==> config.mk <==
export PLATFORM = sky130hd
export DESIGN_NAME = wed_wake_event_detector
export DESIGN_NICKNAME = d
export VERILOG_FILES = /design/src/pkg/wed_pkg.sv /design/src/logic/wed_wake_event_detector.sv
export SDC_FILE = /design/constraint.sdc
export NUM_CORES = 2
export LEC_CHECK = 0
export BUFFER_PORTS_ARGS = -buffer_cell sky130_fd_sc_hd__buf_2
export CAP_MARGIN = 15
export CELL_PAD_IN_SITES_DETAIL_PLACEMENT = 1
export CELL_PAD_IN_SITES_GLOBAL_PLACEMENT = 1
export CORE_MARGIN = 4
export CORE_UTILIZATION = 45
export CTS_CLUSTER_SIZE = 12
export DETAILED_ROUTE_END_ITERATION = 16
export PLACE_DENSITY_LB_ADDON = 0.15
export SYNTH_ARGS = -nofsm -noshare
export SYNTH_HDL_FRONTEND = slang
export SYNTH_SLANG_ARGS = --single-unit
==> constraint.sdc <==
create_clock -name clock_i -period 4.7 [get_ports clock_i]
set_input_delay 0.94 -clock clock_i [delete_from_list [all_inputs] [get_ports clock_i]]
set_output_delay 0.94 -clock clock_i [all_outputs]
set_load 0.01 [all_outputs]
==> src/pkg/wed_pkg.sv <==
// Purpose: Constants, states and carriers of the wake event detector
// Assumes: 20 MHz device clock, plain register port with 32-bit data
// Notes: Byte order of addresses and CRC is first-on-wire in low bits
`default_nettype none
package wed_pkg;
  // Register offsets
  localparam logic [3:0] WED_REG_CTRL = 4'h0; // wake_control_status_reg
  localparam logic [3:0] WED_REG_ADDR_LO = 4'h4; // own_mac_address 0..3
  localparam logic [3:0] WED_REG_ADDR_HI = 4'h8; // own_mac_address 4..5
  localparam logic [3:0] WED_REG_PAT_CNT = 4'hc; // loaded pattern bytes
  // Control field positions
  localparam int WED_B_PAT_EN = 0; // pattern_wake_en
  localparam int WED_B_REM_EN = 1; // remote_wake_frame_en
  localparam int WED_B_LNK_EN = 2; // link_wake_en
  localparam int WED_B_PME_EN = 3; // wake signal assertion enable
  localparam int WED_B_PAT_FL = 8; // pattern_wake_flag
  localparam int WED_B_REM_FL = 9; // remote_wake_frame_flag
  localparam int WED_B_LNK_FL = 10; // link_wake_flag
  localparam int WED_B_LINK = 12; // current link state
  localparam int WED_B_BUSY = 13; // pattern walk running
  // Power states
  localparam logic [1:0] WED_D0 = 2'h0;
  // Pattern coding
  localparam logic [3:0] WED_NIB_EXT = 4'hf; // value in next byte
  localparam logic [7:0] WED_PAT_END = 8'h00; // end of pattern
  localparam logic [1:0] WED_CRC_LAST = 2'h3; // four expected CRC bytes
  // Remote wake frame coding
  localparam logic [7:0] WED_SYNC_BYTE = 8'hff;
  localparam logic [2:0] WED_SYNC_LEN = 3'h6;
  localparam logic [2:0] WED_ADDR_LAST = 3'h5;
  localparam logic [3:0] WED_REP_LAST = 4'hf; // sixteen copies
  // CRC-32, Ethernet polynomial, reflected form
  localparam logic [31:0] WED_CRC_POLY = 32'hedb88320;
  localparam logic [31:0] WED_CRC_INIT = 32'hffffffff;
  // Pattern walk states, Gray in the order listed
  typedef enum logic [2:0] {
    WED_IDLE = 3'h0, WED_HDR = 3'h1, WED_XSKIP = 3'h3, WED_XLEN = 3'h2,
    WED_SEL = 3'h6, WED_CRC = 3'h7, WED_CMP = 3'h5
  } wed_walk_t;
  // One received byte with its frame verdicts
  typedef struct packed {
    logic vld; // byte valid
    logic sof; // first byte of frame
    logic eof; // last byte of frame
    logic filt_ok; // frame passes rx_filter_mode (at eof)
    logic addr_ok; // destination matches own address (at eof)
    logic bcast; // broadcast destination (at eof)
    logic [7:0] data;
  } wed_rx_t;
  // Register port request
  typedef struct packed {
    logic wr;
    logic rd;
    logic [3:0] addr;
    logic [31:0] wdata;
  } wed_reg_req_t;
endpackage
`default_nettype wire

==> src/logic/wed_wake_event_detector.sv <==
// Purpose: Wake event detection while the controller sleeps
// Assumes: One clock, synchronous active-low reset, MAC bytes on clock
// Notes: Patterns are walked over a stored copy of a received frame; frames arriving mid-walk are not stored
// Function
// Each source passes only when enabled
// Detection only in D1-D3, never D0; a pattern walk already past its header can still set the pattern flag in D0
// Pattern match sets flag, drives wake
// Pattern match needs receive filter pass
// Host resets transmit path before loading
// Host packs patterns contiguously, bounded capacity
// Host sets fragment length to pattern bytes
// Host sets word alignment field x1
// Host starts load via list pointer
// Byte: skip high nibble, length low
// Skip counts from last selected byte
// Nibble 0xF takes value from next byte
// Byte 0x00 ends pattern, CRC follows
// Ethernet CRC over selected frame bytes
// CRC equal raises wake; aliasing accepted
// Scan for sixteen own address copies
// Copies preceded by six 0xFF bytes
// Needs address match or broadcast
// Remote frame sets flag, drives wake
// Link change after enable sets flag
// Flags sticky; wake while enabled flag
//
// Added by the designer: the plain strobed port and the placing of the registers.
`default_nettype none
module wed_wake_event_detector #(
  parameter int FB_BYTES = 256, // stored frame bytes
  parameter int PAT_BYTES = 256 // pattern store capacity
) (
  // Clock and reset
  input wire logic clock_i,
  input wire logic resetn_i,
  // Register port
  input wire wed_pkg::wed_reg_req_t reg_i,
  output logic [31:0] reg_rdata_o,
  // Power state from PCI power management
  input wire logic [1:0] pm_state_i,
  // Pattern load from transmit DMA
  input wire logic tx_path_reset_i,
  input wire logic pat_load_i,
  input wire logic [7:0] pat_byte_i,
  // Receive MAC byte stream
  input wire wed_pkg::wed_rx_t rx_i,
  // Link state pin from the PHY
  input wire logic link_up_i,
  // Wake output
  output logic pm_wake_signal_o
);
  import wed_pkg::*;
  localparam int FB_AW = $clog2(FB_BYTES);
  localparam int PA_AW = $clog2(PAT_BYTES) + 1;

  // CRC-32 update by one byte, reflected
  function automatic logic [31:0] crc_upd(input logic [31:0] c,
                                          input logic [7:0] b);
    logic [31:0] r;
    r = c ^ {24'h000000, b};
    for (int i = 0; i < 8; i++) begin
      r = r[0] ? ((r >> 1) ^ WED_CRC_POLY) : (r >> 1);
    end
    return r;
  endfunction

  ////////////////////////////////////////////////////////////////////////
  // Storage and shared signals
  logic [7:0] pmem [PAT_BYTES]; // Pattern pseudo-packet
  logic [7:0] fbuf [FB_BYTES]; // Copy of the current frame
  logic [PA_AW-1:0] pcnt_q, pcnt_d; // Bytes loaded
  logic [15:0] wpos_q, wpos_d; // Frame write position
  logic link_m_q, link_s_q; // Link pin synchroniser
  logic sleep; // Detection allowed
  logic busy; // Pattern walk running
  logic pat_hit; // One-cycle pattern match
  logic rem_hit; // One-cycle remote frame match
  logic start; // Launch pattern walk
  logic [47:0] own_addr;
  logic [3:0] en_q, en_d; // Enable bits
  logic [2:0] fl_q, fl_d; // Sticky flags
  logic [31:0] addr_lo_q, addr_lo_d;
  logic [15:0] addr_hi_q, addr_hi_d;
  logic link_ref_q, link_ref_d; // Link state baseline
  logic wake_q, wake_d;
  logic [31:0] rdata_q, rdata_d;

  assign sleep = (pm_state_i != WED_D0);
  assign own_addr = {addr_hi_q, addr_lo_q};
  assign reg_rdata_o = rdata_q;
  assign pm_wake_signal_o = wake_q;

  ////////////////////////////////////////////////////////////////////////
  // Register file, flags, link watch and wake output
  always_comb begin
    logic [2:0] clr;
    logic lnk_ev;
    clr = 3'h0;
    lnk_ev = 1'b0;
    en_d = en_q;
    addr_lo_d = addr_lo_q;
    addr_hi_d = addr_hi_q;
    rdata_d = 32'h00000000; // Unmapped and idle read as zero
    if (reg_i.wr) begin
      case (reg_i.addr)
        WED_REG_CTRL: begin
          en_d = reg_i.wdata[WED_B_PME_EN:WED_B_PAT_EN];
          clr = reg_i.wdata[WED_B_LNK_FL:WED_B_PAT_FL]; // Write one clears
        end
        WED_REG_ADDR_LO: addr_lo_d = reg_i.wdata;
        WED_REG_ADDR_HI: addr_hi_d = reg_i.wdata[15:0];
        default: ;
      endcase
    end
    if (reg_i.rd) begin
      case (reg_i.addr)
        WED_REG_CTRL: begin
          rdata_d[WED_B_PME_EN:WED_B_PAT_EN] = en_q;
          rdata_d[WED_B_LNK_FL:WED_B_PAT_FL] = fl_q;
          rdata_d[WED_B_LINK] = link_s_q;
          rdata_d[WED_B_BUSY] = busy;
        end
        WED_REG_ADDR_LO: rdata_d = addr_lo_q;
        WED_REG_ADDR_HI: rdata_d[15:0] = addr_hi_q;
        WED_REG_PAT_CNT: rdata_d[PA_AW-1:0] = pcnt_q;
        default: ;
      endcase
    end
    // Baseline taken when enable rises, and held fresh while in D0
    link_ref_d = link_ref_q;
    if ((en_d[WED_B_LNK_EN] && !en_q[WED_B_LNK_EN]) || !sleep) begin
      link_ref_d = link_s_q;
    end
    lnk_ev = en_q[WED_B_LNK_EN] && sleep && (link_s_q != link_ref_q);
    if (lnk_ev) begin
      link_ref_d = link_s_q;
    end
    // Hardware set wins over a clear in the same cycle
    fl_d = fl_q & ~clr;
    if (pat_hit) begin
      fl_d[0] = 1'b1;
    end
    if (rem_hit) begin
      fl_d[1] = 1'b1;
    end
    if (lnk_ev) begin
      fl_d[2] = 1'b1;
    end
    // Wake stands while assertion is enabled and any enabled flag is set, never from D0
    wake_d = en_q[WED_B_PME_EN] && sleep &&
             |(fl_q & en_q[WED_B_LNK_EN:WED_B_PAT_EN]);
  end

  // Register stage of the control group
  always_ff @(posedge clock_i) begin
    if (!resetn_i) begin
      en_q <= 4'h0;
      fl_q <= 3'h0;
      addr_lo_q <= 32'h00000000;
      addr_hi_q <= 16'h0000;
      link_ref_q <= 1'b0;
      wake_q <= 1'b0;
      rdata_q <= 32'h00000000;
      link_m_q <= 1'b0;
      link_s_q <= 1'b0;
    end else begin
      en_q <= en_d;
      fl_q <= fl_d;
      addr_lo_q <= addr_lo_d;
      addr_hi_q <= addr_hi_d;
      link_ref_q <= link_ref_d;
      wake_q <= wake_d;
      rdata_q <= rdata_d;
      link_m_q <= link_up_i;
      link_s_q <= link_m_q;
    end
  end

  ////////////////////////////////////////////////////////////////////////
  // Pattern load and frame capture
  always_comb begin
    pcnt_d = pcnt_q;
    if (tx_path_reset_i) begin
      pcnt_d = '0; // Pointer reset before a reload
    end else if (pat_load_i && pcnt_q < PA_AW'(PAT_BYTES)) begin
      pcnt_d = pcnt_q + 1'b1; // Excess bytes dropped at capacity
    end
    wpos_d = wpos_q;
    if (rx_i.vld) begin
      wpos_d = rx_i.sof ? 16'h0001 : wpos_q + 16'h0001;
    end
  end

  // Memories written here; a frame arriving mid-walk is not stored
  always_ff @(posedge clock_i) begin
    if (!resetn_i) begin
      pcnt_q <= '0;
      wpos_q <= 16'h0000;
    end else begin
      pcnt_q <= pcnt_d;
      wpos_q <= wpos_d;
      if (pat_load_i && !tx_path_reset_i && pcnt_q < PA_AW'(PAT_BYTES)) begin
        pmem[pcnt_q[PA_AW-2:0]] <= pat_byte_i;
      end
      if (rx_i.vld && !busy) begin
        if (rx_i.sof) begin
          fbuf[0] <= rx_i.data;
        end else if (wpos_q < 16'(FB_BYTES)) begin
          fbuf[wpos_q[FB_AW-1:0]] <= rx_i.data;
        end
      end
    end
  end

  ////////////////////////////////////////////////////////////////////////
  // Remote wake frame scanner, runs on the live byte stream
  logic [2:0] ffc_q, ffc_d; // Sync bytes seen, saturating
  logic [2:0] aix_q, aix_d; // Address byte index
  logic [3:0] rep_q, rep_d; // Address copy count
  logic inseq_q, inseq_d; // Inside address copies
  logic found_q, found_d; // Sequence seen this frame
  always_comb begin
    logic [7:0] ab;
    logic fnd;
    ffc_d = ffc_q;
    aix_d = aix_q;
    rep_d = rep_q;
    inseq_d = inseq_q;
    found_d = found_q;
    fnd = 1'b0;
    ab = own_addr[8*aix_q +: 8]; // Byte 0 is first on the wire
    rem_hit = 1'b0;
    if (rx_i.vld) begin
      if (rx_i.sof) begin
        found_d = 1'b0;
        inseq_d = 1'b0;
        ffc_d = 3'h0;
      end
      if (inseq_d && rx_i.data == ab) begin
        inseq_d = 1'b1;
        if (aix_q == WED_ADDR_LAST) begin
          aix_d = 3'h0;
          rep_d = rep_q + 4'h1;
          fnd = (rep_q == WED_REP_LAST);
          inseq_d = !fnd;
        end else begin
          aix_d = aix_q + 3'h1;
        end
      end else if (ffc_d == WED_SYNC_LEN &&
                   rx_i.data == own_addr[7:0]) begin
        inseq_d = 1'b1;
        aix_d = 3'h1;
        rep_d = 4'h0;
        ffc_d = 3'h0;
      end else begin
        inseq_d = 1'b0;
        if (rx_i.data == WED_SYNC_BYTE) begin
          ffc_d = (ffc_d == WED_SYNC_LEN) ? ffc_d : ffc_d + 3'h1;
        end else begin
          ffc_d = 3'h0;
        end
      end
      found_d = found_d | fnd;
      if (rx_i.eof) begin
        rem_hit = (found_q | fnd) && sleep && en_q[WED_B_REM_EN] &&
                  (rx_i.addr_ok || rx_i.bcast);
      end
    end
  end

  // Register stage of the scanner
  always_ff @(posedge clock_i) begin
    if (!resetn_i) begin
      ffc_q <= 3'h0;
      aix_q <= 3'h0;
      rep_q <= 4'h0;
      inseq_q <= 1'b0;
      found_q <= 1'b0;
    end else begin
      ffc_q <= ffc_d;
      aix_q <= aix_d;
      rep_q <= rep_d;
      inseq_q <= inseq_d;
      found_q <= found_d;
    end
  end

  ////////////////////////////////////////////////////////////////////////
  // Pattern walk over the stored frame, at most one pattern or frame byte per cycle
  wed_walk_t st_q, st_d;
  logic [PA_AW-1:0] ptr_q, ptr_d; // Pattern read pointer
  logic [15:0] pos_q, pos_d; // Frame byte position
  logic [15:0] flen_q, flen_d; // Stored frame length
  logic [7:0] len_q, len_d; // Bytes left to select
  logic xlen_q, xlen_d; // Length comes from next byte
  logic miss_q, miss_d; // Selected byte beyond frame
  logic [1:0] cc_q, cc_d; // Expected CRC byte count
  logic [31:0] crc_q, crc_d, exp_q, exp_d;
  logic [7:0] pb;
  assign busy = (st_q != WED_IDLE);
  assign pb = pmem[ptr_q[PA_AW-2:0]];
  assign start = rx_i.vld && rx_i.eof && !busy && sleep &&
                 en_q[WED_B_PAT_EN] && rx_i.filt_ok;
  always_comb begin
    st_d = st_q;
    ptr_d = ptr_q;
    pos_d = pos_q;
    flen_d = flen_q;
    len_d = len_q;
    xlen_d = xlen_q;
    miss_d = miss_q;
    cc_d = cc_q;
    crc_d = crc_q;
    exp_d = exp_q;
    pat_hit = 1'b0;
    case (st_q)
      WED_IDLE: begin
        if (start) begin
          st_d = WED_HDR;
          ptr_d = '0;
          pos_d = 16'h0000;
          flen_d = rx_i.sof ? 16'h0001 : wpos_q + 16'h0001;
          crc_d = WED_CRC_INIT;
          miss_d = 1'b0;
        end
      end
      WED_HDR: begin
        if (ptr_q >= pcnt_q || !sleep) begin
          st_d = WED_IDLE; // All patterns done, or back in D0
        end else begin
          ptr_d = ptr_q + 1'b1;
          if (pb == WED_PAT_END) begin
            st_d = WED_CRC;
            cc_d = 2'h0;
          end else begin
            xlen_d = (pb[3:0] == WED_NIB_EXT);
            len_d = {4'h0, pb[3:0]};
            if (pb[7:4] == WED_NIB_EXT) begin
              st_d = WED_XSKIP;
            end else begin
              pos_d = pos_q + {12'h000, pb[7:4]};
              st_d = xlen_d ? WED_XLEN : WED_SEL;
            end
          end
        end
      end
      WED_XSKIP: begin
        ptr_d = ptr_q + 1'b1;
        pos_d = pos_q + {8'h00, pb};
        st_d = xlen_q ? WED_XLEN : WED_SEL;
      end
      WED_XLEN: begin
        ptr_d = ptr_q + 1'b1;
        len_d = pb;
        st_d = WED_SEL;
      end
      WED_SEL: begin
        if (len_q == 8'h00) begin
          st_d = WED_HDR;
        end else begin
          if (pos_q < flen_q) begin
            crc_d = crc_upd(crc_q, fbuf[pos_q[FB_AW-1:0]]);
          end else begin
            miss_d = 1'b1; // Short frame cannot match
          end
          pos_d = pos_q + 16'h0001;
          len_d = len_q - 8'h01;
        end
      end
      WED_CRC: begin
        ptr_d = ptr_q + 1'b1;
        exp_d = {pb, exp_q[31:8]};
        cc_d = cc_q + 2'h1;
        if (cc_q == WED_CRC_LAST) begin
          st_d = WED_CMP;
        end
      end
      WED_CMP: begin
        // Aliasing byte values may also match; accepted
        pat_hit = !miss_q && ((~crc_q) == exp_q);
        st_d = WED_HDR;
        pos_d = 16'h0000;
        crc_d = WED_CRC_INIT;
        miss_d = 1'b0;
      end
      default: st_d = WED_IDLE;
    endcase
  end

  // Register stage of the walk
  always_ff @(posedge clock_i) begin
    if (!resetn_i) begin
      st_q <= WED_IDLE;
      ptr_q <= '0;
      pos_q <= 16'h0000;
      flen_q <= 16'h0000;
      len_q <= 8'h00;
      xlen_q <= 1'b0;
      miss_q <= 1'b0;
      cc_q <= 2'h0;
      crc_q <= WED_CRC_INIT;
      exp_q <= 32'h00000000;
    end else begin
      st_q <= st_d;
      ptr_q <= ptr_d;
      pos_q <= pos_d;
      flen_q <= flen_d;
      len_q <= len_d;
      xlen_q <= xlen_d;
      miss_q <= miss_d;
      cc_q <= cc_d;
      crc_q <= crc_d;
      exp_q <= exp_d;
    end
  end
endmodule
`default_nettype wire

==> impl_metrics.toml <==
[timing]
number_of_max_slew_violations_in_the_final_report = 0
finalSetupViolCount = 18
report.final.hold_viol_count = 0
rsz0062_at_grt = "yes"
period_minus_slack_ns = 5.289
clk_skew_ns = 0.07636
timing.fmax_mhz = 189.1
tightest_slew_ns = 1.367
slew_headroom_pct = 8.835
post-route-worst-setup-slack_ns = -0.5888
layout_worst_path_cycle_share_pct = 112.5

[pwr]
power.share.sequential_pct = 54.7
ir_drop_mv = 0.3252
swShare_pct = 20.36
p_total_mw = 77.68
power.share.clock_pct = 43.9
power_leakage_nw = 63.19
power.net_switching_mw = 15.81
power_per_cell_area_nw_per_um2 = 385.0
internal_power_mw = 61.86
combPwrFrac_pct = 1.5

[global_routing]
grt_pass1_wl_um = 714400
grt_pass1_vias = 96500
maximum_number_of_pins_on_one_net_before_global_route_repair = 185
grt_usage_pct = 25.17
overflow = 0
number_of_antenna_violations_at_the_first_check_in_global_routing = 8

[yosys]
synth_cells = 8666
synth_flop_cell = "edfxtp_1"
synth_area_sq_um = 171700
async_reset_ff_share_pct = 0
post_synth.cell_area_avg_sq_um = 19.82
synth_edf_count = 4096
yosysSeqAreaShare_pct = 74.70
synth.lib_cells_used.distinct = 96
syn_nets = 8778
synth.ff_latch_count = 4360
synthesis.yosys.warnings = 0

[worst_setup_path]
cp_top_family = "compound AO/OA/AOI/OAI gates"
worst-path-max-fanout = 6
crit_buf_inv = 3
slowest_stage = "mux4_2"
crit_type = "flip-flop to flip-flop"
max_stage_delay_ns = 0.56
worst-endpoint-arrival_ns = 6.17
type_of_destination_of_the_critical_path = "flip-flop"
cp.required_ns = 5.58
timing.critical_path.cells = "buf_12 -> buf_12 -> mux4_2 -> a22o_1 -> a221oi_2 -> buf_4 -> o22ai_2 -> or3_4 -> mux4_2 -> a32o_2 -> ha_4 -> a21oi_2 -> o21bai_1 -> a21oi_2 -> o21bai_1 -> a21oi_2 -> nor2b_1 -> o21a_2 -> nand4_1 -> or4_1 -> a21oi_1"
critPathMostFrequentCell = "a21oi_2"
critPathLaunchType = "flip-flop"

[run_status]
status = "finished with violations"
violations = "negative setup slack"

[die]
design.portCount = 100
initial_core_utilization_pct = 45.26
design.die.area_sq_um = 391600
vertical_extent_of_the_die_um = 625.8
die_width_um = 625.8
core_region_area_sq_um = 379500
floorplan.rows = 226

[place]
dp_hpwl_um = 320100
dpl_worst_slack_ns = -1.058
finalWeightedCongestion = 0.8591
port_buffers = 99
placement.cell_area_sq_um = 185800

[layout]
drive_gt1_share_pct = 30.98
utilization_pct = 53.17
post-route-cell-area_sq_um = 201800
ff_latch_area_sq_um = 128300
fill_cells = 33760
footprint_of_the_multi_input_gates_sq_um = 41250
area.growth.synth_to_final_pct = 17.48
nets = 10030

[clocking]
tritoncts.num_buffers = 454
cts_max_path_buffers = 4
clkSlewWorstSetupHoldPaths_ns = 0.06
h-tree-depth = 5
clock-sinks = 4360
tritoncts = "done"
root_buffer = "clkbuf_16"
insertion_delay_to_the_later_sink_of_the_worst_skew_pair_ns = 1.01

[route]
viasPerCell = 5.950
detail-route-antenna-nets = 0
wire_per_inst_um = 32.54
detailedRoute.firstIterationViolations = 8831
wirelength_um = 497100
route.vias.total = 90880
drc = 0
drt_pre_antenna_iters = 5

[hold_path]
worst_hold_path_type = "input pin to flip-flop"

[flow_run]
drv.max_cap_violation_count = 0
## cell usage in the layout (no fill, tap or decap), types with 18 or more instances in the layout
cell type / n
o21ai_0: 45
mux2_2: 19
mux2i_1: 190
a221oi_1: 44
buf_6: 24
clkbuf_16: 464
a22o_1: 73
xor2_1: 55
clkbuf_1: 139
a211oi_1: 21
a21o_1: 19
clkinv_1: 77
bufinv_16: 20
inv_1: 51
nor2b_1: 34
a21oi_2: 20
a221oi_2: 31
mux4_2: 1055
xnor2_1: 83
a21oi_1: 218
buf_12: 122
nand3_1: 42
o22ai_1: 47
a22oi_1: 159
edfxtp_1: 4096
ha_1: 42
nand2_1: 375
nand2b_1: 18
buf_2: 83
nor2_1: 701
buf_4: 1027
nor3_1: 39
a22oi_2: 18
o211ai_1: 20
clkbuf_8: 29
clkinv_2: 60
dfxtp_1: 254
nor4_1: 19
and2_1: 30
nand4_1: 25
## power by group through the flow
stage	clock network (mW)	logic, mW	registers, mW
4_1_cts	34.7	1.14	42.4
2_1_floorplan	0	0.250	43.3
3_5_place_dp	0	1.14	43.3
5_1_grt	36.5	1.21	42.4
6_report	34.1	1.13	42.5
3_3_place_gp	0	1.08	43.3
## flip-flops by register name, summed over array words and instances, names as in the netlist, 32 cells and up, named ones only
register,cells
exp_q,32
addr_lo_q,32
fbuf,2048
reg_rdata_o,32
pmem,2048
crc_q,32
## per-layer routing
layer | up-vias | part of all wire, % | global-route usage (%)
met5 | - | 0.0054 | 0
met4 | 4 | 4.2 | 9.103
met3 | 838 | 5.1 | 2.880
met2 | 3019 | 50 | 42.84
met1 | 49080 | 40 | 33.65
li1 | 37950 | - | -
## final cells by class
class	instances	area share [%]
Clock inverter	184	0.8477
Antenna cell	6	0.007441
Clock buffer	611	6.034
Sequential cell	4360	63.59
Timing Repair Buffer	1302	5.848
Tap cell	5016	3.111
Inverter	58	0.1122
Multi-Input combinational cell	3738	20.44
## stage by stage
stage | TNS [ns] | hold WS (ns) | std cells
final | -7.004 | 0.1854 | 15280
after global routing | -10.19 | 0.1523 | 15270
after CTS | -7.191 | 0.1232 | 15210
after detailed placement | -18.25 | 0.4272 | 14380
after global placement | -17.03 | 0.4179 | 14380
after floorplan | -0.02332 | 0.4119 | 8666
## path summary, 6_finish.rpt
path	startpoint	end	slack, ns	cells after the start
worst max register to register	flip-flop	pos_q[15]	-0.59	21
worst min-delay path	link_up_i	link_m_q	0.19	2
worst min register to register	addr_lo_q[21]	reg_rdata_o[21]	0.43	1
worst max-delay path	flip-flop	pos_q[15]	-0.59	21
## timing repair
action / 4_1_cts / 5_1_grt
gates cloned: 9 / 6
setup buffers: 26 / 57
hold buffers: 0 / 0
gates resized for setup: 137 / 99
endpoints found under the setup margin: 37 / 37
pin swaps: 35 / 55
## logic make-up (layout without fill, tap and decap cells)
kind of cell    Yosys count  after routing  synth area share, %
compound gates          848            848                3.415
xor+xnor                155            155               0.9201
fa+ha+maj                45             45               0.3322
buf+inv                 568           2155                1.815
flops                  4360           4360                74.70
mux                    1285           1285                15.25
other cells               0              6                    0
simple gates           1405           1405                3.574
## worst reg2reg max path, delay by kind of cell, from the launching register on
| kind | cells | cell delay, ns |
|---|---|---|
| DFF | 1 | 0.41 |
| adders and majority gates | 1 | 0.30 |
| buffers and inverters | 3 | 0.43 |
| and+or+nand+nor | 4 | 1.14 |
| AOI/OAI and AO/OA | 11 | 1.83 |
| muxes | 2 | 1.07 |
## synthesized netlist by cell type, types with 11 or more instances
master | number | area [sq um]
edfxtp_1 | 4096 | 123000
mux4_2 | 1055 | 23760
nor2_1 | 709 | 2661
nand2_1 | 379 | 1423
dfxtp_1 | 264 | 5285
a21oi_1 | 238 | 1191
clkbuf_1 | 221 | 829.6
mux2i_1 | 202 | 2022
a22oi_1 | 177 | 1329
buf_2 | 125 | 625.6
xnor2_1 | 84 | 735.7
a221oi_1 | 77 | 674.4
a22o_1 | 75 | 656.9
buf_4 | 66 | 495.5
buf_6 | 62 | 698.2
o22ai_1 | 61 | 381.6
o21ai_0 | 56 | 280.3
xor2_1 | 55 | 481.7
inv_1 | 53 | 198.9
nand3_1 | 45 | 225.2
ha_1 | 44 | 550.5
nor2b_1 | 40 | 250.2
nor3_1 | 39 | 195.2
and2_1 | 32 | 200.2
buf_1 | 28 | 105.1
nand4_1 | 25 | 156.4
a211oi_1 | 24 | 180.2
mux2_2 | 22 | 247.7
nor4_1 | 20 | 125.1
o211ai_1 | 20 | 150.1
a21o_1 | 19 | 142.6
nand2b_1 | 19 | 118.9
or4_1 | 17 | 127.6
and3_1 | 15 | 93.84
a2bb2oi_1 | 13 | 113.9
nor3b_1 | 11 | 82.58
o221ai_1 | 11 | 96.34
Power figures use the tool's default switching activity.
